$ cat src/axwc_regs.vh
// Purpose: constants for the slot width and clock-rate adapter
// Assumes: included by bare name from the design files
// Notes:   burst encodings follow the published bus protocol
//
// Summary of operation
// - wider wrap length is ceil(bytes/wide)-1
// - wrap if new length nonzero, else incr
// - write wrap address rounds offset up
// - read wrap address truncates offset down
// - narrow fixed burst splits into incr transfers
// - changed length sets size to output width
// - integer clock reduction toward downstream side
// - integer clock acceleration toward downstream side
// - asynchronous mode carries write data through fifo
// - sample cycle is phase zero of a counter cleared by reset, all channels
// - each slot timed by its own clock
// - two-deep skid buffer per channel per slot
// - each skid stage adds one cycle latency
// - skid stages run on the slot clock
`ifndef AXWC_REGS_VH
`define AXWC_REGS_VH

`define AXWC_BURST_FIXED 2'h0
`define AXWC_BURST_INCR  2'h1
`define AXWC_BURST_WRAP  2'h2

`define AXWC_RATE_SYNC   2'h0
`define AXWC_RATE_REDUCE 2'h1
`define AXWC_RATE_ACCEL  2'h2
`define AXWC_RATE_ASYNC  2'h3

`define AXWC_CACHE_MOD_BIT 1
`define AXWC_PAYLOAD_W     50
`define AXWC_WDATA_W       32
`define AXWC_FIFO_DEPTH    4
`define AXWC_FIFO_AW       2

`endif

$ cat src/axwc_fifo.v
// Purpose: small write-data fifo with gray pointers
// Assumes: one clock; in_ready and out_valid are built from flops only
// Notes:   pointer copies pass two flops before they are compared
`include "axwc_regs.vh"
`default_nettype none

module axwc_fifo #(
  parameter W  = 33,
  parameter D  = 4,
  parameter AW = 2
) (
  input  wire         i_clk,
  input  wire         i_rst_b,
  input  wire         i_in_valid,
  output wire         o_in_ready,
  input  wire [W-1:0] i_in_data,
  output wire         o_out_valid,
  input  wire         i_out_ready,
  output wire [W-1:0] o_out_data
);
  reg  [W-1:0]  mem_reg [0:D-1];
  reg  [AW:0]   wr_bin_reg;
  reg  [AW:0]   rd_bin_reg;
  reg  [AW:0]   wr_gray_reg;
  reg  [AW:0]   rd_gray_reg;
  reg  [AW:0]   wr_gray_s1_reg;
  reg  [AW:0]   wr_gray_s2_reg;
  reg  [AW:0]   rd_gray_s1_reg;
  reg  [AW:0]   rd_gray_s2_reg;
  wire [AW:0]   wr_bin_next;
  wire [AW:0]   rd_bin_next;
  wire          full;
  wire          empty;
  wire          push;
  wire          pop;

  // full and empty compare the local pointer with the other side's second-stage copy
  assign full        = (wr_gray_reg == {~rd_gray_s2_reg[AW:AW-1], rd_gray_s2_reg[AW-2:0]});
  assign empty       = (rd_gray_reg == wr_gray_s2_reg);
  assign o_in_ready  = ~full;
  assign o_out_valid = ~empty;
  assign o_out_data  = mem_reg[rd_bin_reg[AW-1:0]];
  assign push        = i_in_valid & ~full;
  assign pop         = i_out_ready & ~empty;
  assign wr_bin_next = wr_bin_reg + {{AW{1'b0}}, push};
  assign rd_bin_next = rd_bin_reg + {{AW{1'b0}}, pop};

  // storage write
  always @(posedge i_clk) begin
    if (push) begin
      mem_reg[wr_bin_reg[AW-1:0]] <= i_in_data;
    end
  end

  // pointers and their synchronised gray copies
  always @(posedge i_clk or negedge i_rst_b) begin
    if (!i_rst_b) begin
      wr_bin_reg     <= {(AW+1){1'b0}};
      rd_bin_reg     <= {(AW+1){1'b0}};
      wr_gray_reg    <= {(AW+1){1'b0}};
      rd_gray_reg    <= {(AW+1){1'b0}};
      wr_gray_s1_reg <= {(AW+1){1'b0}};
      wr_gray_s2_reg <= {(AW+1){1'b0}};
      rd_gray_s1_reg <= {(AW+1){1'b0}};
      rd_gray_s2_reg <= {(AW+1){1'b0}};
    end else begin
      wr_bin_reg     <= wr_bin_next;
      rd_bin_reg     <= rd_bin_next;
      wr_gray_reg    <= wr_bin_next ^ (wr_bin_next >> 1);
      rd_gray_reg    <= rd_bin_next ^ (rd_bin_next >> 1);
      wr_gray_s1_reg <= wr_gray_reg;
      wr_gray_s2_reg <= wr_gray_s1_reg;
      rd_gray_s1_reg <= rd_gray_reg;
      rd_gray_s2_reg <= rd_gray_s1_reg;
    end
  end
endmodule

`default_nettype wire

$ cat src/axwc_slot.v
// Purpose: one slot of the adapter: skid buffers, burst width conversion
//          of wrap and fixed bursts, integer clock-rate gating, data fifo
// Assumes: single clock i_clk; configuration inputs steady while busy
// Notes:   all outputs are flops; incr width conversion is not done here
//          clock-rate gating by phase stands in for separate slot clocks
`include "axwc_regs.vh"
`default_nettype none

module axwc_slot (
  input  wire        i_clk,
  input  wire        i_rst_b,
  // configuration, held steady while requests are in flight
  input  wire [2:0]  i_in_lg,
  input  wire [2:0]  i_out_lg,
  input  wire [1:0]  i_rate_mode,
  input  wire [3:0]  i_rate_div,
  // upstream address channel
  input  wire        i_s_avalid,
  output wire        o_s_aready,
  input  wire [31:0] i_s_aaddr,
  input  wire [7:0]  i_s_alen,
  input  wire [2:0]  i_s_asize,
  input  wire [1:0]  i_s_aburst,
  input  wire [3:0]  i_s_acache,
  input  wire        i_s_awrite,
  // downstream address channel
  output wire        o_m_avalid,
  input  wire        i_m_aready,
  output wire [31:0] o_m_aaddr,
  output wire [7:0]  o_m_alen,
  output wire [2:0]  o_m_asize,
  output wire [1:0]  o_m_aburst,
  output wire        o_m_awrite,
  // upstream write data channel
  input  wire        i_s_wvalid,
  output wire        o_s_wready,
  input  wire [31:0] i_s_wdata,
  input  wire        i_s_wlast,
  // downstream write data channel
  output wire        o_m_wvalid,
  input  wire        i_m_wready,
  output wire [31:0] o_m_wdata,
  output wire        o_m_wlast
);
  localparam PW = `AXWC_PAYLOAD_W;

  // skid buffer wiring, channel 0 address, channel 1 write data
  wire [2*PW-1:0] sk_in_data;
  wire [1:0]      sk_in_valid;
  wire [1:0]      sk_in_ready;
  wire [2*PW-1:0] sk_out_data;
  wire [1:0]      sk_out_valid;
  wire [1:0]      sk_dn_ready;

  assign sk_in_valid = {i_s_wvalid, i_s_avalid};
  assign sk_in_data  = {{(PW-33){1'b0}}, i_s_wlast, i_s_wdata,
                        i_s_awrite, i_s_acache, i_s_aburst, i_s_asize, i_s_alen, i_s_aaddr};
  assign o_s_aready  = sk_in_ready[0];
  assign o_s_wready  = sk_in_ready[1];

  // two-deep skid stage per channel at the slot edge, slot clock
  // ready is a flop of its own so the upstream pin sees no gate
  genvar g;
  generate
    for (g = 0; g < 2; g = g + 1) begin : g_skid
      reg          main_v_reg;
      reg          skid_v_reg;
      reg          skid_free_reg;
      reg [PW-1:0] main_d_reg;
      reg [PW-1:0] skid_d_reg;
      wire         take;
      wire         acc;
      assign take = main_v_reg & sk_dn_ready[g];
      assign acc  = sk_in_valid[g] & skid_free_reg;
      assign sk_in_ready[g]            = skid_free_reg;
      assign sk_out_valid[g]           = main_v_reg;
      assign sk_out_data[g*PW +: PW]   = main_d_reg;
      always @(posedge i_clk or negedge i_rst_b) begin
        if (!i_rst_b) begin
          main_v_reg    <= 1'b0;
          skid_v_reg    <= 1'b0;
          skid_free_reg <= 1'b1;
          main_d_reg    <= {PW{1'b0}};
          skid_d_reg    <= {PW{1'b0}};
        end else if (~main_v_reg | take) begin
          if (skid_v_reg) begin
            main_d_reg    <= skid_d_reg;
            main_v_reg    <= 1'b1;
            skid_v_reg    <= 1'b0;
            skid_free_reg <= 1'b1;
          end else begin
            main_d_reg <= sk_in_data[g*PW +: PW];
            main_v_reg <= acc;
          end
        end else if (acc) begin
          skid_d_reg    <= sk_in_data[g*PW +: PW];
          skid_v_reg    <= 1'b1;
          skid_free_reg <= 1'b0;
        end
      end
    end
  endgenerate

  // rate phase: the sampling cycle of the slower side is the phase zero
  // a ratio of 0 or 1 holds the phase at zero, so no cycle is gated
  reg  [3:0] phase_reg;
  wire [3:0] phase_last;
  wire       in_ok;
  wire       out_ok;
  assign phase_last = (i_rate_div == 4'h0) ? 4'h0 : i_rate_div - 4'h1;
  assign out_ok = (i_rate_mode != `AXWC_RATE_REDUCE) | (phase_reg == 4'h0);
  assign in_ok  = (i_rate_mode != `AXWC_RATE_ACCEL) | (phase_reg == 4'h0);

  // free-running phase counter on the slot clock
  // phase zero is the one cycle on which the slower side has an edge
  always @(posedge i_clk or negedge i_rst_b) begin
    if (!i_rst_b) begin
      phase_reg <= 4'h0;
    end else if (phase_reg >= phase_last) begin
      phase_reg <= 4'h0;
    end else begin
      phase_reg <= phase_reg + 4'h1;
    end
  end

  // unpack the held address request
  wire [31:0] c_addr;
  wire [7:0]  c_len;
  wire [2:0]  c_size;
  wire [1:0]  c_burst;
  wire [3:0]  c_cache;
  wire        c_write;
  assign {c_write, c_cache, c_burst, c_size, c_len, c_addr} = sk_out_data[PW-1:0];

  // wrap span, offset and boundary
  // span is (len+1) beats of 2^size bytes; the boundary aligns to it
  // write rounds the start up to a wide word and wraps past the span
  wire [15:0] burst_bytes;
  wire [15:0] burst_mask;
  wire [15:0] wrap_off;
  wire [31:0] wrap_addr;
  wire [15:0] ob;
  wire [15:0] obm;
  wire [15:0] up_len16;
  wire [15:0] wr_off;
  wire [15:0] rd_off;
  assign burst_bytes = ({8'h0, c_len} + 16'h1) << c_size;
  assign burst_mask  = burst_bytes - 16'h1;
  assign wrap_off    = c_addr[15:0] & burst_mask;
  assign wrap_addr   = c_addr & ~{16'h0, burst_mask};
  assign ob          = 16'h1 << i_out_lg;
  assign obm         = ob - 16'h1;
  assign up_len16    = ((burst_bytes + obm) >> i_out_lg) - 16'h1;
  assign wr_off      = ((wrap_off + obm) & ~obm) & burst_mask;
  assign rd_off      = wrap_off & ~obm;

  // fixed split toward narrower side
  // every piece starts at the original address, one piece per beat
  // align_beats counts narrow beats skipped inside the first wide word
  wire [7:0] ratio;
  wire [7:0] in_mask;
  wire [7:0] align_beats;
  wire [7:0] fix_len;
  assign ratio       = 8'h1 << (i_in_lg - i_out_lg);
  assign in_mask     = (8'h1 << i_in_lg) - 8'h1;
  assign align_beats = (c_addr[7:0] & in_mask) >> i_out_lg;
  assign fix_len     = (ratio > align_beats + 8'h1) ? ratio - align_beats - 8'h1 : 8'h0;

  // which conversion applies to the held request
  // only wrap widening and fixed narrowing change a request
  wire is_wrap_up;
  wire is_fix_dn;
  assign is_wrap_up = (c_burst == `AXWC_BURST_WRAP) & (i_out_lg > i_in_lg)
                      & c_cache[`AXWC_CACHE_MOD_BIT];
  assign is_fix_dn  = (c_burst == `AXWC_BURST_FIXED) & (i_out_lg < i_in_lg)
                      & (c_size > i_out_lg);

  // converted request
  reg [31:0] cv_addr;
  reg [7:0]  cv_len;
  reg [2:0]  cv_size;
  reg [1:0]  cv_burst;
  always @* begin
    cv_addr  = c_addr;
    cv_len   = c_len;
    cv_size  = c_size;
    cv_burst = c_burst;
    if (is_wrap_up) begin
      cv_len   = up_len16[7:0];
      cv_size  = i_out_lg;
      cv_burst = (up_len16[7:0] != 8'h0) ? `AXWC_BURST_WRAP : `AXWC_BURST_INCR;
      if (c_write) begin
        cv_addr = wrap_addr + {16'h0, wr_off};
      end else begin
        cv_addr = wrap_addr + {16'h0, rd_off};
      end
    end else if (is_fix_dn) begin
      cv_len   = fix_len;
      cv_size  = i_out_lg;
      cv_burst = `AXWC_BURST_INCR;
    end
  end

  // address output register and split counter
  reg        m_avalid_reg;
  reg [31:0] m_aaddr_reg;
  reg [7:0]  m_alen_reg;
  reg [2:0]  m_asize_reg;
  reg [1:0]  m_aburst_reg;
  reg        m_awrite_reg;
  reg [7:0]  split_cnt_reg;
  wire       a_free;
  wire       a_load;
  wire       a_last_piece;
  assign a_free       = ~m_avalid_reg | (i_m_aready & out_ok);
  assign a_load       = a_free & sk_out_valid[0] & in_ok;
  assign a_last_piece = ~is_fix_dn | (split_cnt_reg == c_len);
  assign sk_dn_ready[0] = a_load & a_last_piece;

  // issue each piece; a split request stays in the skid until its last piece
  // the piece count lives in split_cnt_reg, so the held fields never move
  // and a stalled piece is simply offered again
  always @(posedge i_clk or negedge i_rst_b) begin
    if (!i_rst_b) begin
      m_avalid_reg  <= 1'b0;
      m_aaddr_reg   <= 32'h0;
      m_alen_reg    <= 8'h0;
      m_asize_reg   <= 3'h0;
      m_aburst_reg  <= 2'h0;
      m_awrite_reg  <= 1'b0;
      split_cnt_reg <= 8'h0;
    end else if (a_load) begin
      m_avalid_reg  <= 1'b1;
      m_aaddr_reg   <= cv_addr;
      m_alen_reg    <= cv_len;
      m_asize_reg   <= cv_size;
      m_aburst_reg  <= cv_burst;
      m_awrite_reg  <= c_write;
      split_cnt_reg <= a_last_piece ? 8'h0 : split_cnt_reg + 8'h1;
    end else if (a_free) begin
      m_avalid_reg  <= 1'b0;
    end
  end

  // every downstream address pin comes straight from its register
  assign o_m_avalid = m_avalid_reg;
  assign o_m_aaddr  = m_aaddr_reg;
  assign o_m_alen   = m_alen_reg;
  assign o_m_asize  = m_asize_reg;
  assign o_m_aburst = m_aburst_reg;
  assign o_m_awrite = m_awrite_reg;

  // write data: skid then fifo then output register
  // pointer sync in the fifo costs latency but keeps empty and full safe
  // when the slot and core clocks really differ
  wire        f_out_valid;
  wire [32:0] f_out_data;
  wire        w_free;
  wire        w_load;

  axwc_fifo #(
    .W  (33),
    .D  (`AXWC_FIFO_DEPTH),
    .AW (`AXWC_FIFO_AW)
  ) u_wfifo (
    .i_clk       (i_clk),
    .i_rst_b     (i_rst_b),
    .i_in_valid  (sk_out_valid[1]),
    .o_in_ready  (sk_dn_ready[1]),
    .i_in_data   (sk_out_data[PW +: 33]),
    .o_out_valid (f_out_valid),
    .i_out_ready (w_load),
    .o_out_data  (f_out_data)
  );

  reg        m_wvalid_reg;
  reg [31:0] m_wdata_reg;
  reg        m_wlast_reg;
  assign w_free = ~m_wvalid_reg | (i_m_wready & out_ok);
  assign w_load = w_free & f_out_valid & in_ok;

  // data output register, drained only on the downstream sampling cycle
  // outside accel mode refilled in the cycle it is taken, so a burst of up to four words flows without bubbles
  always @(posedge i_clk or negedge i_rst_b) begin
    if (!i_rst_b) begin
      m_wvalid_reg <= 1'b0;
      m_wdata_reg  <= 32'h0;
      m_wlast_reg  <= 1'b0;
    end else if (w_load) begin
      m_wvalid_reg <= 1'b1;
      m_wdata_reg  <= f_out_data[31:0];
      m_wlast_reg  <= f_out_data[32];
    end else if (w_free) begin
      m_wvalid_reg <= 1'b0;
    end
  end

  // write pins straight from their registers
  assign o_m_wvalid = m_wvalid_reg;
  assign o_m_wdata  = m_wdata_reg;
  assign o_m_wlast  = m_wlast_reg;
endmodule

`default_nettype wire

$ cat config.mk
export PLATFORM = sky130hd
export DESIGN_NAME = axwc_slot
export DESIGN_NICKNAME = d
export VERILOG_FILES = /design/src/axwc_fifo.v /design/src/axwc_slot.v
export VERILOG_INCLUDE_DIRS = /design/src
export SDC_FILE = /design/constraint.sdc
export NUM_CORES = 1
export LEC_CHECK = 0
export ABC_CLOCK_PERIOD_IN_PS = 8530
export BUFFER_PORTS_ARGS = -buffer_cell sky130_fd_sc_hd__buf_2
export CAP_MARGIN = 20
export CORE_AREA = 10 10 216 321
export CTS_CLUSTER_SIZE = 10
export DETAILED_ROUTE_END_ITERATION = 7
export DIE_AREA = 0 0 226 331
export SLEW_MARGIN = 20
export SYNTH_ARGS = -nofsm -noshare
export SYNTH_HDL_FRONTEND = slang
export SYNTH_HIERARCHICAL = 1
export SYNTH_SLANG_ARGS = --single-unit
$ cat constraint.sdc
create_clock -name i_clk -period 8.53 [get_ports i_clk]
set_input_delay 0.853 -clock i_clk [delete_from_list [all_inputs] [get_ports i_clk]]
set_output_delay 0.853 -clock i_clk [all_outputs]
set_load 0.02 [all_outputs]
After elaboration in Yosys (flattened, before gate mapping)
Memory sizes are Yosys's and may differ from the RTL's. A register that Yosys moved wholly into a read port is not among the register bits.
Index checks and enable logic that the tools add are counted.
{"block": "word_totals", "n_memories": 1, "ramBits": 132, "regBits": 256, "out_inout_bits": 83}
{"name": "u_wfifo.mem_reg", "depth": 4, "word_bits": 33, "read_ports": 1, "rd_clocked_by_memory_dff": 1, "wr": 1, "line": "axwc_fifo.v:21", "source": "reg [W-1:0] mem_reg [0:D-1];"}
{"block": "classes", "n_lt_le_gt_ge": 5, "shift": 6, "addsub": 18, "mux": 33, "eq_ne": 8, "bitwise": 43, "n_reduce_logical": 13}
{"cell": "$add A32 B16 Y32", "count": 2}
{"cell": "$and A16 B16 Y16", "count": 4}
{"cell": "$mux W32", "count": 2}
{"cell": "$mux W50", "count": 1}
{"cell": "$mux W33", "count": 1}
{"cell": "$add A16 B16 Y16", "count": 2}
{"cell": "$and A32 B32 Y32", "count": 1}
{"cell": "$mux W8", "count": 4}
{"cell": "$not A16 Y32", "count": 1}
{"cell": "$sub A16 B1 Y16 const B", "count": 2}
{"cell": "$sub A8 B1 Y8 const B", "count": 3}
{"cell": "$mux W1", "count": 18}
{"cell": "$add A8 B1 Y8 const B", "count": 2}
{"cell": "$and A1 B1 Y1", "count": 16}
{"cell": "$not A16 Y16", "count": 1}
{"cell": "$shl A1 B3 Y16 const A", "count": 1}
{"cell": "$shl A1 B3 Y8 const A", "count": 2}
{"cell": "$shl A9 B3 Y16", "count": 1}
{"cell": "$shr A16 B3 Y8", "count": 1}
{"cell": "$add A8 B1 Y9 const B", "count": 1}
{"cell": "$not A1 Y1", "count": 9}
{"cell": "$and A8 B8 Y8", "count": 1}
{"cell": "$eq A8 B8 Y1", "count": 1}
{"cell": "$gt A8 B8 Y1", "count": 1}
{"cell": "25 further kinds", "count": 48}

Depth between registers and ports, before layout
Gate-level depths: netlist of the first run.
{"block": "depth", "depth_word": 11, "depth_mapped": 33}

Cells and area by module
Netlist of the first run, hierarchy kept.
{"mod": "axwc_slot", "area_per_inst_um2": 17071.4, "cells_per_inst": 1849, "n_inst": 1, "seq_area_each_um2": 6483.7}
{"mod": "axwc_fifo", "area_per_inst_um2": 5596.6, "cells_per_inst": 225, "n_inst": 1, "seq_area_each_um2": 4514.3}

Least setup slack after synthesis of the first run
Ideal clock, no wire load.
{"block": "synth_path", "path_kind": "input -> register", "start": "input port i_out_lg[0]", "end": "register m_aaddr_reg[17] (netlist: o_m_aaddr[17])", "slack_ns": 2.224, "setup_time_ns": 0.082, "n_path_buf": 5, "path_stages": 30, "arrival_ns": 6.224, "cell_sequence": "clkbuf_1 > clkbuf_1 > buf_1 > nand2_1 > ha_1 > clkbuf_1 > xnor2_1 > inv_1 > ha_1 > nor2b_1 > o21ai_0 > a21boi_0 > o21ai_0 > a21boi_0 > o21ai_0 > a21oi_1 > o21bai_1 > a21oi_1 > o21bai_1 > nand2_1 > xnor2_1 > a22o_1 > ha_1 > a21o_1 > a41oi_1 > o21bai_1 > a31oi_1 > clkbuf_1 > o21ai_0 > a31oi_1"}
{"block": "synth_between", "elab_chain_len": 8, "elab_cells_between_ends": 14, "classes_between": "4 x add/sub; 1 x order compare; 1 x shift; 2 x mux; 6 x bitwise"}
{"item": "start: declaration", "line": "axwc_slot.v:14", "source": "input wire [2:0] i_out_lg,"}
{"item": "$shl A1 B3 Y16", "line": "axwc_slot.v:151", "source": "assign ob = 16'h1 << i_out_lg;"}
{"item": "$sub A16 B1 Y16", "line": "axwc_slot.v:152", "source": "assign obm = ob - 16'h1;"}
{"item": "$add A16 B16 Y16 or $not A16 Y16 (tied branches)", "line": "axwc_slot.v:154, axwc_slot.v:155"}
{"item": "$and A16 B16 Y16 (2 in a row)", "line": "axwc_slot.v:154", "source": "assign wr_off = ((wrap_off + obm) & ~obm) & burst_mask;"}
{"item": "$add A32 B16 Y32", "line": "axwc_slot.v:193", "source": "cv_addr = wrap_addr + {16'h0, wr_off};"}
{"item": "$mux W32", "line": "axwc_slot.v:192", "source": "if (c_write) begin"}
{"item": "$mux W32 (*)", "line": "axwc_slot.v:188", "source": "if (is_wrap_up) begin"}
{"item": "end signal: assignment", "line": "axwc_slot.v:234", "source": "m_aaddr_reg <= cv_addr;"}
{"item": "end: declaration", "line": "axwc_slot.v:206", "source": "reg [31:0] m_aaddr_reg;"}
Every way passes the cells marked *; elsewhere a longest branch is shown, timed or not.
A chain may end at the register's enable or synchronous reset.

Worst setup path in the final report of the first run
{"block": "layout_path", "start": "register g_skid[0].main_d_reg[32]", "end": "register m_aaddr_reg[30] (netlist: o_m_aaddr[30])"}
{"block": "layout_between", "elab_chain_len": 10, "elab_cells_between_ends": 14, "classes_between": "5 x add/sub; 1 x shift; 2 x mux; 6 x bitwise"}
{"item": "start: declaration", "line": "axwc_slot.v:69", "source": "reg [PW-1:0] main_d_reg;"}
{"item": "start signal: assignment", "line": "axwc_slot.v:83", "source": "main_d_reg <= {PW{1'b0}};"}
{"item": "start signal: assignment", "line": "axwc_slot.v:87", "source": "main_d_reg <= skid_d_reg;"}
{"item": "start signal: assignment", "line": "axwc_slot.v:92", "source": "main_d_reg <= sk_in_data[g*PW +: PW];"}
{"item": "$add A8 B1 Y9 (*)", "line": "axwc_slot.v:147", "source": "assign burst_bytes = ({8'h0, c_len} + 16'h1) << c_size;"}
{"item": "$shl A9 B3 Y16 (*)", "line": "axwc_slot.v:147"}
{"item": "$sub A16 B1 Y16 (*)", "line": "axwc_slot.v:148", "source": "assign burst_mask = burst_bytes - 16'h1;"}
{"item": "$and A16 B16 Y16", "line": "axwc_slot.v:149", "source": "assign wrap_off = c_addr[15:0] & burst_mask;"}
{"item": "$add A16 B16 Y16", "line": "axwc_slot.v:154"}
{"item": "$and A16 B16 Y16 (2 in a row)", "line": "axwc_slot.v:154"}
{"item": "$add A32 B16 Y32", "line": "axwc_slot.v:193"}
{"item": "$mux W32 (*)", "line": "axwc_slot.v:192"}
{"item": "$mux W32 (*)", "line": "axwc_slot.v:188"}
Marks and branches as above.

==> run_summary.xml, run 1 <==
<?xml version="1.0" encoding="UTF-8"?>
<metrics>
  <group name="cells_and_area">
    <metric name="layout-drive-gt1-share" unit="">0.2059</metric>
    <metric name="largest_reg_flops" unit="">132</metric>
    <metric name="final_net_count" unit="">2428</metric>
    <metric name="fillers" unit="">6076</metric>
    <metric name="fin_util" unit="">0.4060</metric>
    <metric name="layout.cells.most_common_list" unit="">276 x sky130_fd_sc_hd__dfrtp_1, 179 x sky130_fd_sc_hd__buf_2, 165 x sky130_fd_sc_hd__nor2_1</metric>
    <metric name="mostFrequentLayoutCell" unit="">sky130_fd_sc_hd__dfrtp_1</metric>
    <metric name="flow.area_growth_from_synthesis" unit="%">14.20</metric>
  </group>
  <group name="worst_setup_path">
    <metric name="criticalPathCategory" unit="">flip-flop to flip-flop</metric>
    <metric name="data_arrival_time_of_the_worst_path" unit="ns">8.13</metric>
    <metric name="worst_ep_required_time" unit="ns">8.99</metric>
    <metric name="startpoint_class" unit="">flip-flop</metric>
    <metric name="slowest_delay" unit="ns">0.79</metric>
    <metric name="slowest_stage" unit="">sky130_fd_sc_hd__dfrtp_1</metric>
    <metric name="critical_path.n_buffers_inverters" unit="">0</metric>
    <metric name="endpoint_kind" unit="">flip-flop</metric>
    <metric name="path_max_fanout" unit="">17</metric>
    <metric name="critical_path.top_delay_family" unit="">compound AO/OA/AOI/OAI gates</metric>
  </group>
  <group name="flow_run">
    <metric name="max_cap_violations" unit="">0</metric>
  </group>
  <group name="synth">
    <metric name="async_reset_ff_frac" unit="">0.6804</metric>
    <metric name="syn_area" unit="mm²">0.02267</metric>
    <metric name="synth_warnings" unit="">6</metric>
    <metric name="synth_enable_flop_cells" unit="">132</metric>
    <metric name="postSynthRegisterBits" unit="">413</metric>
    <metric name="postSynthCellCount" unit="">2074</metric>
    <metric name="synth_sequential_area_ratio" unit="">0.4852</metric>
    <metric name="synthDistinctLibCells" unit="">101</metric>
    <metric name="dominantRegCellSynth" unit="">sky130_fd_sc_hd__dfrtp_1</metric>
    <metric name="postSynthAreaPerCell" unit="µm²">10.93</metric>
  </group>
  <group name="status">
    <metric name="run_status" unit="">finished clean</metric>
  </group>
  <group name="route">
    <metric name="viasPerCell" unit="">5.374</metric>
    <metric name="routedWlPerCell" unit="µm">20.12</metric>
    <metric name="detail_route.first_pass.iterations" unit="">5</metric>
    <metric name="met2WireLength" unit="µm">32410</metric>
    <metric name="routedLengthMet1" unit="µm">23470</metric>
    <metric name="top_layer_used" unit="">met5</metric>
    <metric name="routed-via-count" unit="">16509</metric>
    <metric name="drt_first_iter_violations" unit="">854</metric>
    <metric name="met3_length" unit="µm">3109</metric>
    <metric name="overall_routed_net_length" unit="µm">61820</metric>
    <metric name="drcViolationCount" unit="">0</metric>
    <metric name="final_antenna_net_count" unit="">0</metric>
  </group>
  <group name="placement">
    <metric name="port_buffers" unit="">180</metric>
    <metric name="placement.setup.worst_slack" unit="ns">0.8966</metric>
    <metric name="gpl.final_weighted_congestion" unit="">0.9109</metric>
    <metric name="post-dp-hpwl" unit="µm">45460</metric>
  </group>
  <group name="clocking">
    <metric name="cts.repair_timing.setup_buffer_count" unit="">0</metric>
    <metric name="clkSinkCount" unit="">413</metric>
    <metric name="clock_insertion_delay_worst_skew" unit="ns">0.58</metric>
    <metric name="clock_pin_transition_on_the_worst_setup_and_hold_timing_paths" unit="ns">0.06</metric>
    <metric name="cts_root_buf" unit="">sky130_fd_sc_hd__clkbuf_16</metric>
    <metric name="cts_max_level" unit="">2</metric>
    <metric name="post_cts_resized" unit="">0</metric>
    <metric name="hold_buffers" unit="">0</metric>
    <metric name="cts-buffers-inserted" unit="">49</metric>
    <metric name="deepest_clock_path_buffer_count" unit="">3</metric>
    <metric name="tritoncts" unit="">yes</metric>
  </group>
  <group name="timing">
    <metric name="tns" unit="ns">0</metric>
    <metric name="final.setup.worst_slack" unit="ns">0.8577</metric>
    <metric name="slew_violations" unit="">0</metric>
    <metric name="timing.final.setup_violations" unit="">0</metric>
    <metric name="rsz0062_at_grt" unit="">no</metric>
    <metric name="tightest_slew" unit="ns">1.051</metric>
    <metric name="hold_slack" unit="ns">0.2255</metric>
    <metric name="post-route-min-period" unit="ns">7.672</metric>
    <metric name="report.final.hold_viol_count" unit="">0</metric>
    <metric name="maxSlewHeadroom" unit="">0.2993</metric>
    <metric name="worst_clock_skew" unit="ns">0.01504</metric>
    <metric name="fmaxAchievable" unit="MHz">130.3</metric>
    <metric name="layout_worst_path_cycle_share" unit="">0.8994</metric>
  </group>
  <group name="global_routing">
    <metric name="grt_first_pass_wirelength" unit="µm">96860</metric>
    <metric name="grt_pass1_vias" unit="">17141</metric>
    <metric name="grt_antenna_before_repair" unit="">12</metric>
    <metric name="grt_usage" unit="">0.1646</metric>
    <metric name="grt_overflow_total" unit="">0</metric>
    <metric name="grt_start_max_net_pins" unit="">151</metric>
  </group>
  <group name="floorplan">
    <metric name="core-area" unit="mm²">0.06376</metric>
    <metric name="die_area" unit="mm²">0.07481</metric>
    <metric name="ios" unit="">184</metric>
    <metric name="row_count" unit="">114</metric>
    <metric name="die_width" unit="µm">226</metric>
    <metric name="die_y" unit="µm">331</metric>
    <metric name="effective_utilization_at_floorplan" unit="">0.3555</metric>
  </group>
  <group name="power_and_ir_drop">
    <metric name="clkPwrFrac" unit="">0.285</metric>
    <metric name="combinationalPowerShare" unit="">0.287</metric>
    <metric name="leakagePower" unit="nW">10.93</metric>
    <metric name="cell_internal_pwr" unit="mW">4.525</metric>
    <metric name="peakVddDrop" unit="mV">0.2385</metric>
    <metric name="power_density" unit="mW/mm²">257.6</metric>
    <metric name="total_switching_power" unit="mW">2.144</metric>
    <metric name="power.sequential.fraction" unit="">0.428</metric>
    <metric name="sw_frac" unit="">0.3215</metric>
  </group>
  <group name="worst_hold_path">
    <metric name="hold_class" unit="">input port to async pin</metric>
  </group>
</metrics>
cells by family after synthesis:
logic type	share of synthesized area
compound gates	0.1307
xor+xnor	0.03615
fa+ha+maj	0.05729
buf+inv	0.03698
flops	0.4852
mux	0.1339
other cells	0.0003313
simple gates	0.1195
synthesized netlist by cell type, types with 15 or more instances:
cell type,number,share of area
sky130_fd_sc_hd__xnor2_1,61,0.024
sky130_fd_sc_hd__and2_1,25,0.0069
sky130_fd_sc_hd__inv_1,83,0.014
sky130_fd_sc_hd__nor2_1,165,0.027
sky130_fd_sc_hd__a31oi_1,27,0.0075
sky130_fd_sc_hd__or3_1,17,0.0047
sky130_fd_sc_hd__mux2_2,116,0.058
sky130_fd_sc_hd__mux2i_1,92,0.041
sky130_fd_sc_hd__nand2b_1,19,0.0052
sky130_fd_sc_hd__dfrtp_1,279,0.31
sky130_fd_sc_hd__nor2b_1,26,0.0072
sky130_fd_sc_hd__nand2_1,158,0.026
sky130_fd_sc_hd__edfxtp_1,132,0.17
sky130_fd_sc_hd__xor2_1,30,0.012
sky130_fd_sc_hd__nor3_1,39,0.0086
sky130_fd_sc_hd__nand4_1,15,0.0041
sky130_fd_sc_hd__mux4_2,31,0.031
sky130_fd_sc_hd__ha_1,94,0.052
sky130_fd_sc_hd__nand3_1,39,0.0086
sky130_fd_sc_hd__o21ai_0,133,0.029
sky130_fd_sc_hd__a21o_1,21,0.0070
sky130_fd_sc_hd__a21oi_1,118,0.026
sky130_fd_sc_hd__clkbuf_1,82,0.014
through the flow:
stage          power, mW  cell area [µm²]  std cells
2_1_floorplan      4.203            22690       2081
3_3_place_gp       4.766            24460       2989
3_5_place_dp       4.843            24460       2989
4_1_cts            6.781            25880       3070
5_1_grt            7.049            25880       3071
6_report           6.669            25890       3072
routing by layer:
layer | GRT usage | vias up
li1 | - | 7857
met1 | 0.1749 | 8142
met2 | 0.3036 | 356
met3 | 0.03711 | 134
met4 | 0.07506 | 20
met5 | 0 | -
final cells by class:
type                       instances  area, µm²  share of cell area
antenna                            2      5.005           0.0001933
clock buffer                      76       1348             0.05205
multi-input combinational       1467      10970              0.4237
clock inverter                     5      72.57            0.002803
tap                              812       1016             0.03925
inverter                          87      326.6             0.01261
timing repair buffer             210       1149             0.04437
sequential                       413      11000              0.4250
worst reg2reg max path: cells and delay by family (launching register included):
family | cells | cell delay, ns
simple gates | 9 | 2.08
fa+ha+maj | 3 | 1.08
flops | 1 | 0.79
compound gates | 14 | 3.22
xor+xnor | 3 | 0.41
power groups by stage:
stage / sequential, mW / clock [mW] / combinational [mW]
after global routing: 2.91 / 2.03 / 2.11
after CTS: 2.86 / 1.96 / 1.96
final: 2.86 / 1.90 / 1.92
after global placement: 2.86 / 0 / 1.90
after floorplan: 2.92 / 0 / 1.28
after detailed placement: 2.90 / 0 / 1.95
path summary, 6_finish.rpt:
kind | slack [ns] | start | cells after the start | endpoint
worst min register to register | 0.35 | u_wfifo/wr_gray_s1_reg[2]$_DFF_PN0_ | 0 | u_wfifo/wr_gray_s2_reg[2]$_DFF_PN0_
worst max-delay path | 0.86 | g_skid[0].main_d_reg[32]$_DFFE_PN0N_ | 29 | o_m_aaddr[30]$_DFFE_PN0P_
worst max register to register | 0.86 | g_skid[0].main_d_reg[32]$_DFFE_PN0N_ | 29 | o_m_aaddr[30]$_DFFE_PN0P_
min in group i_clk | 0.35 | u_wfifo/wr_gray_s1_reg[2]$_DFF_PN0_ | 0 | u_wfifo/wr_gray_s2_reg[2]$_DFF_PN0_
worst min-delay path | 0.23 | i_rst_b | 1 | g_skid[1].skid_d_reg[28]$_DFFE_PN0P_
max in group asynchronous | 6.96 | i_rst_b | 2 | g_skid[0].skid_d_reg[8]$_DFFE_PN0P_
Power figures use the tool's default switching activity.
==> run 2, diff against run 1 <==
--- a/config.mk
+++ b/config.mk
@@ -9,12 +9,12 @@
 export ABC_CLOCK_PERIOD_IN_PS = 8530
 export BUFFER_PORTS_ARGS = -buffer_cell sky130_fd_sc_hd__buf_2
 export CAP_MARGIN = 20
-export CORE_AREA = 10 10 216 321
+export CORE_AREA = 10 10 215 319
 export CTS_CLUSTER_SIZE = 10
 export DETAILED_ROUTE_END_ITERATION = 7
-export DIE_AREA = 0 0 226 331
+export DIE_AREA = 0 0 225 329
+export GPL_TIMING_DRIVEN = 0
 export SLEW_MARGIN = 20
 export SYNTH_ARGS = -nofsm -noshare
 export SYNTH_HDL_FRONTEND = slang
-export SYNTH_HIERARCHICAL = 1
 export SYNTH_SLANG_ARGS = --single-unit
==> constraint.sdc (replaced) <==
create_clock -name i_clk -period 8.53 [get_ports i_clk]
set_input_delay 1.706 -clock i_clk [delete_from_list [all_inputs] [get_ports i_clk]]
set_output_delay 1.706 -clock i_clk [all_outputs]
set_load 0.02 [all_outputs]
==> run 2 against run 1 <==
Against the previous run: fmax decreased by 4.0%; clock power grew 5%; cell count grew 0.94%; total power up 1.8%; die area is 1.0% lower; clock skew is 0.011 ns higher; flip-flop and latch count stayed put; highest routed layer unchanged.
==> run_summary.xml, run 2 <==
<?xml version="1.0" encoding="UTF-8"?>
<metrics>
  <group name="global_routing">
    <metric name="grt_usage" unit="">0.1814</metric>
    <metric name="grt_pass1_vias" unit="">17331</metric>
    <metric name="grt_first_pass_wirelength" unit="µm">103100</metric>
    <metric name="grt_antenna_before_repair" unit="">14</metric>
    <metric name="grt_overflow_total" unit="">0</metric>
    <metric name="grt_start_max_net_pins" unit="">97</metric>
  </group>
  <group name="route">
    <metric name="met3_length" unit="µm">3522</metric>
    <metric name="drt_first_iter_violations" unit="">986</metric>
    <metric name="detail_route.first_pass.iterations" unit="">5</metric>
    <metric name="routedLengthMet1" unit="µm">25270</metric>
    <metric name="top_layer_used" unit="">met5</metric>
    <metric name="final_antenna_net_count" unit="">0</metric>
    <metric name="drcViolationCount" unit="">0</metric>
    <metric name="viasPerCell" unit="">5.314</metric>
    <metric name="routedWlPerCell" unit="µm">21.89</metric>
    <metric name="met2WireLength" unit="µm">35570</metric>
    <metric name="routed-via-count" unit="">16478</metric>
    <metric name="overall_routed_net_length" unit="µm">67890</metric>
  </group>
  <group name="synth">
    <metric name="netlist.top_cell.by_area" unit="">sky130_fd_sc_hd__dfrtp_1</metric>
    <metric name="postSynthCellCount" unit="">2004</metric>
    <metric name="async_reset_ff_frac" unit="">0.6804</metric>
    <metric name="synthTopCellsByArea" unit="">sky130_fd_sc_hd__dfrtp_1 31%, sky130_fd_sc_hd__edfxtp_1 18%, sky130_fd_sc_hd__mux2_2 6.1%, sky130_fd_sc_hd__ha_1 5.3%, sky130_fd_sc_hd__mux2i_1 4.2%</metric>
    <metric name="synth_enable_flop_cells" unit="">132</metric>
    <metric name="postSynthAreaPerCell" unit="µm²">11.15</metric>
    <metric name="synth_sequential_area_ratio" unit="">0.4921</metric>
    <metric name="synth_top_area_share" unit="">0.3124</metric>
    <metric name="synth_warnings" unit="">0</metric>
    <metric name="syn_area" unit="mm²">0.02235</metric>
    <metric name="post_synth_most_frequent_cells" unit="">279 x sky130_fd_sc_hd__dfrtp_1, 195 x sky130_fd_sc_hd__nor2_1, 146 x sky130_fd_sc_hd__a21oi_1, 132 x sky130_fd_sc_hd__edfxtp_1, 121 x sky130_fd_sc_hd__mux2_2</metric>
    <metric name="dominantRegCellSynth" unit="">sky130_fd_sc_hd__dfrtp_1</metric>
    <metric name="postSynthRegisterBits" unit="">413</metric>
    <metric name="synthMostInstantiatedCell" unit="">sky130_fd_sc_hd__dfrtp_1</metric>
    <metric name="synthDistinctLibCells" unit="">101</metric>
  </group>
  <group name="worst_setup_path">
    <metric name="critPathCapture" unit="">o_m_aaddr[31]$_DFFE_PN0P_</metric>
    <metric name="rr_worst_depth" unit="">23</metric>
    <metric name="timing.rr.end" unit="">o_m_aaddr[31]$_DFFE_PN0P_</metric>
    <metric name="slowest_delay" unit="ns">0.49</metric>
    <metric name="reg2reg_start" unit="">g_skid[0].main_d_reg[32]$_DFFE_PN0N_</metric>
    <metric name="data_arrival_time_of_the_worst_path" unit="ns">8.48</metric>
    <metric name="endpoint_kind" unit="">flip-flop</metric>
    <metric name="startpoint_class" unit="">input port</metric>
    <metric name="worst_ep_required_time" unit="ns">9.02</metric>
    <metric name="slowest_stage" unit="">sky130_fd_sc_hd__xnor2_1</metric>
    <metric name="path_max_fanout" unit="">17</metric>
    <metric name="timing.reg2reg.setup_slack" unit="ns">1.32</metric>
    <metric name="cp-startpoint" unit="">i_out_lg[0]</metric>
    <metric name="criticalPathCategory" unit="">input port to flip-flop</metric>
  </group>
  <group name="timing">
    <metric name="final.setup.worst_slack" unit="ns">0.5412</metric>
    <metric name="post-route-min-period" unit="ns">7.989</metric>
    <metric name="report.final.hold_viol_count" unit="">0</metric>
    <metric name="timing.final.setup_violations" unit="">0</metric>
    <metric name="worst_clock_skew" unit="ns">0.02598</metric>
    <metric name="layout_worst_path_cycle_share" unit="">0.9365</metric>
    <metric name="slew_violations" unit="">0</metric>
    <metric name="maxSlewHeadroom" unit="">0.3188</metric>
    <metric name="fmaxAchievable" unit="MHz">125.2</metric>
    <metric name="rsz0062_at_grt" unit="">no</metric>
    <metric name="tightest_slew" unit="ns">1.012</metric>
  </group>
  <group name="floorplan">
    <metric name="row_count" unit="">113</metric>
    <metric name="ios" unit="">184</metric>
    <metric name="die_area" unit="mm²">0.07403</metric>
    <metric name="die_width" unit="µm">225</metric>
    <metric name="die_y" unit="µm">329</metric>
    <metric name="core-area" unit="mm²">0.06292</metric>
    <metric name="effective_utilization_at_floorplan" unit="">0.3552</metric>
  </group>
  <group name="cells_and_area">
    <metric name="flow.area_growth_from_synthesis" unit="%">16.49</metric>
    <metric name="layout-drive-gt1-share" unit="">0.2035</metric>
    <metric name="largest_reg_flops" unit="">132</metric>
    <metric name="final_net_count" unit="">2452</metric>
    <metric name="fillers" unit="">6004</metric>
    <metric name="layout.cells.most_common_list" unit="">279 x sky130_fd_sc_hd__dfrtp_1, 194 x sky130_fd_sc_hd__nor2_1, 187 x sky130_fd_sc_hd__buf_2</metric>
    <metric name="mostFrequentLayoutCell" unit="">sky130_fd_sc_hd__dfrtp_1</metric>
    <metric name="fin_util" unit="">0.4138</metric>
  </group>
  <group name="clocking">
    <metric name="clock_pin_transition_on_the_worst_setup_and_hold_timing_paths" unit="ns">0.06</metric>
    <metric name="clock_insertion_delay_worst_skew" unit="ns">0.59</metric>
    <metric name="cts-buffers-inserted" unit="">49</metric>
    <metric name="clkSinkCount" unit="">413</metric>
    <metric name="cts_root_buf" unit="">sky130_fd_sc_hd__clkbuf_16</metric>
    <metric name="deepest_clock_path_buffer_count" unit="">3</metric>
    <metric name="tritoncts" unit="">yes</metric>
    <metric name="cts.repair_timing.setup_buffer_count" unit="">0</metric>
    <metric name="cts_max_level" unit="">2</metric>
  </group>
  <group name="power_and_ir_drop">
    <metric name="power_density" unit="mW/mm²">260.8</metric>
    <metric name="peakVddDrop" unit="mV">0.2736</metric>
    <metric name="leakagePower" unit="nW">11.05</metric>
  </group>
  <group name="placement">
    <metric name="port_buffers" unit="">180</metric>
    <metric name="post-dp-hpwl" unit="µm">52850</metric>
    <metric name="placement.setup.worst_slack" unit="ns">-0.4516</metric>
    <metric name="gpl.final_weighted_congestion" unit="">0.9359</metric>
  </group>
  <group name="worst_hold_path">
    <metric name="hold_class" unit="">flip-flop to flip-flop</metric>
  </group>
  <group name="status">
    <metric name="run_status" unit="">finished clean</metric>
  </group>
  <group name="flow_run">
    <metric name="max_cap_violations" unit="">0</metric>
  </group>
</metrics>
[run 2: changes by cell type after synthesis, sizes merged, moves of 8 or more]
cell / previous run / this run
a21oi: 119 / 147
a31oi: 27 / 11
and3: 5 / 25
clkbuf: 82 / 74
nand2: 158 / 120
nor2: 165 / 197
o21ai: 137 / 98
or3: 18 / 10
xor2: 30 / 42
[run 2: kinds of logic after synthesis]
| group | synth area share |
|---|---|
| AND/OR/NAND/NOR | 0.1164 |
| AO/OA/AOI/OAI | 0.1217 |
| flip-flops | 0.4921 |
| multiplexers | 0.1369 |
| buffers and inverters | 0.03253 |
| adder cells (fa/ha/maj) | 0.05912 |
| XOR/XNOR | 0.04098 |
| other | 0.0003360 |
[run 2: area by class of cell]
type / count / area, µm² / area share
clock inverter: 7 / 116.4 / 0.004469
clock buffer: 82 / 1401 / 0.05383
sequential: 413 / 11000 / 0.4224
inverter: 81 / 304.0 / 0.01168
antenna: 6 / 15.01 / 0.0005767
multi-input combinational: 1416 / 10680 / 0.4103
tap: 805 / 1007 / 0.03869
buffer: 100 / 419.2 / 0.01610
timing repair buffer: 191 / 1091 / 0.04191
[run 2: power by group]
| group | internal [mW] | switching, mW |
|---|---|---|
| sequential | 2.60 | 0.248 |
| combinational | 0.835 | 1.11 |
| clock | 1.18 | 0.821 |
| total | 4.61 | 2.18 |
[run 2: layer usage]
metal	up-vias	GRT usage
li1	7785	-
met2	426	0.3340
met3	157	0.04068
met5	-	0
met1	8094	0.1881
met4	16	0.09601
[run 2: what timing repair did]
item / in CTS / in global routing
resized for setup: 0 / 2
hold buffers: 0 / 0
endpoints found under the setup margin: 0 / 18
[run 2: through the flow]
| step | std cells | cell area [µm²] | hold slack [ns] | TNS [ns] | power (mW) |
|---|---|---|---|---|---|
| floorplan | 2011 | 22380 | 0.3312 | 0 | 4.155 |
| global placement | 2996 | 24280 | 0.3337 | -5.776 | 4.764 |
| detailed placement | 3007 | 24500 | 0.3385 | -6.210 | 4.867 |
| CTS | 3096 | 26020 | 0.3494 | 0 | 6.893 |
| global route | 3100 | 26030 | 0.3517 | 0 | 7.177 |
| finish | 3101 | 26040 | 0.3440 | 0 | 6.790 |
[run 2: critical path: cells and delay by family]
kind                     cells  cell delay, ns
AO/OA/AOI/OAI               12            2.25
XOR/XNOR                     2            0.67
adder cells (fa/ha/maj)      3            0.97
buffers and inverters        6            1.75
AND/OR/NAND/NOR              6            1.13
[run 2: worst min-delay path by stage]
stage	start	end	slack (ns)	cells after the start
after floorplan	u_wfifo.rd_gray_s1_reg[0]$_DFF_PN0_	u_wfifo.rd_gray_s2_reg[0]$_DFF_PN0_	0.33	0
after global placement	u_wfifo.wr_gray_s1_reg[2]$_DFF_PN0_	u_wfifo.wr_gray_s2_reg[2]$_DFF_PN0_	0.33	0
after detailed placement	u_wfifo.wr_gray_s1_reg[2]$_DFF_PN0_	u_wfifo.wr_gray_s2_reg[2]$_DFF_PN0_	0.34	0
after CTS	u_wfifo.wr_gray_s1_reg[2]$_DFF_PN0_	u_wfifo.wr_gray_s2_reg[2]$_DFF_PN0_	0.35	0
after global routing	u_wfifo.wr_gray_s1_reg[2]$_DFF_PN0_	u_wfifo.wr_gray_s2_reg[2]$_DFF_PN0_	0.35	0
final	u_wfifo.wr_gray_s1_reg[2]$_DFF_PN0_	u_wfifo.wr_gray_s2_reg[2]$_DFF_PN0_	0.34	0
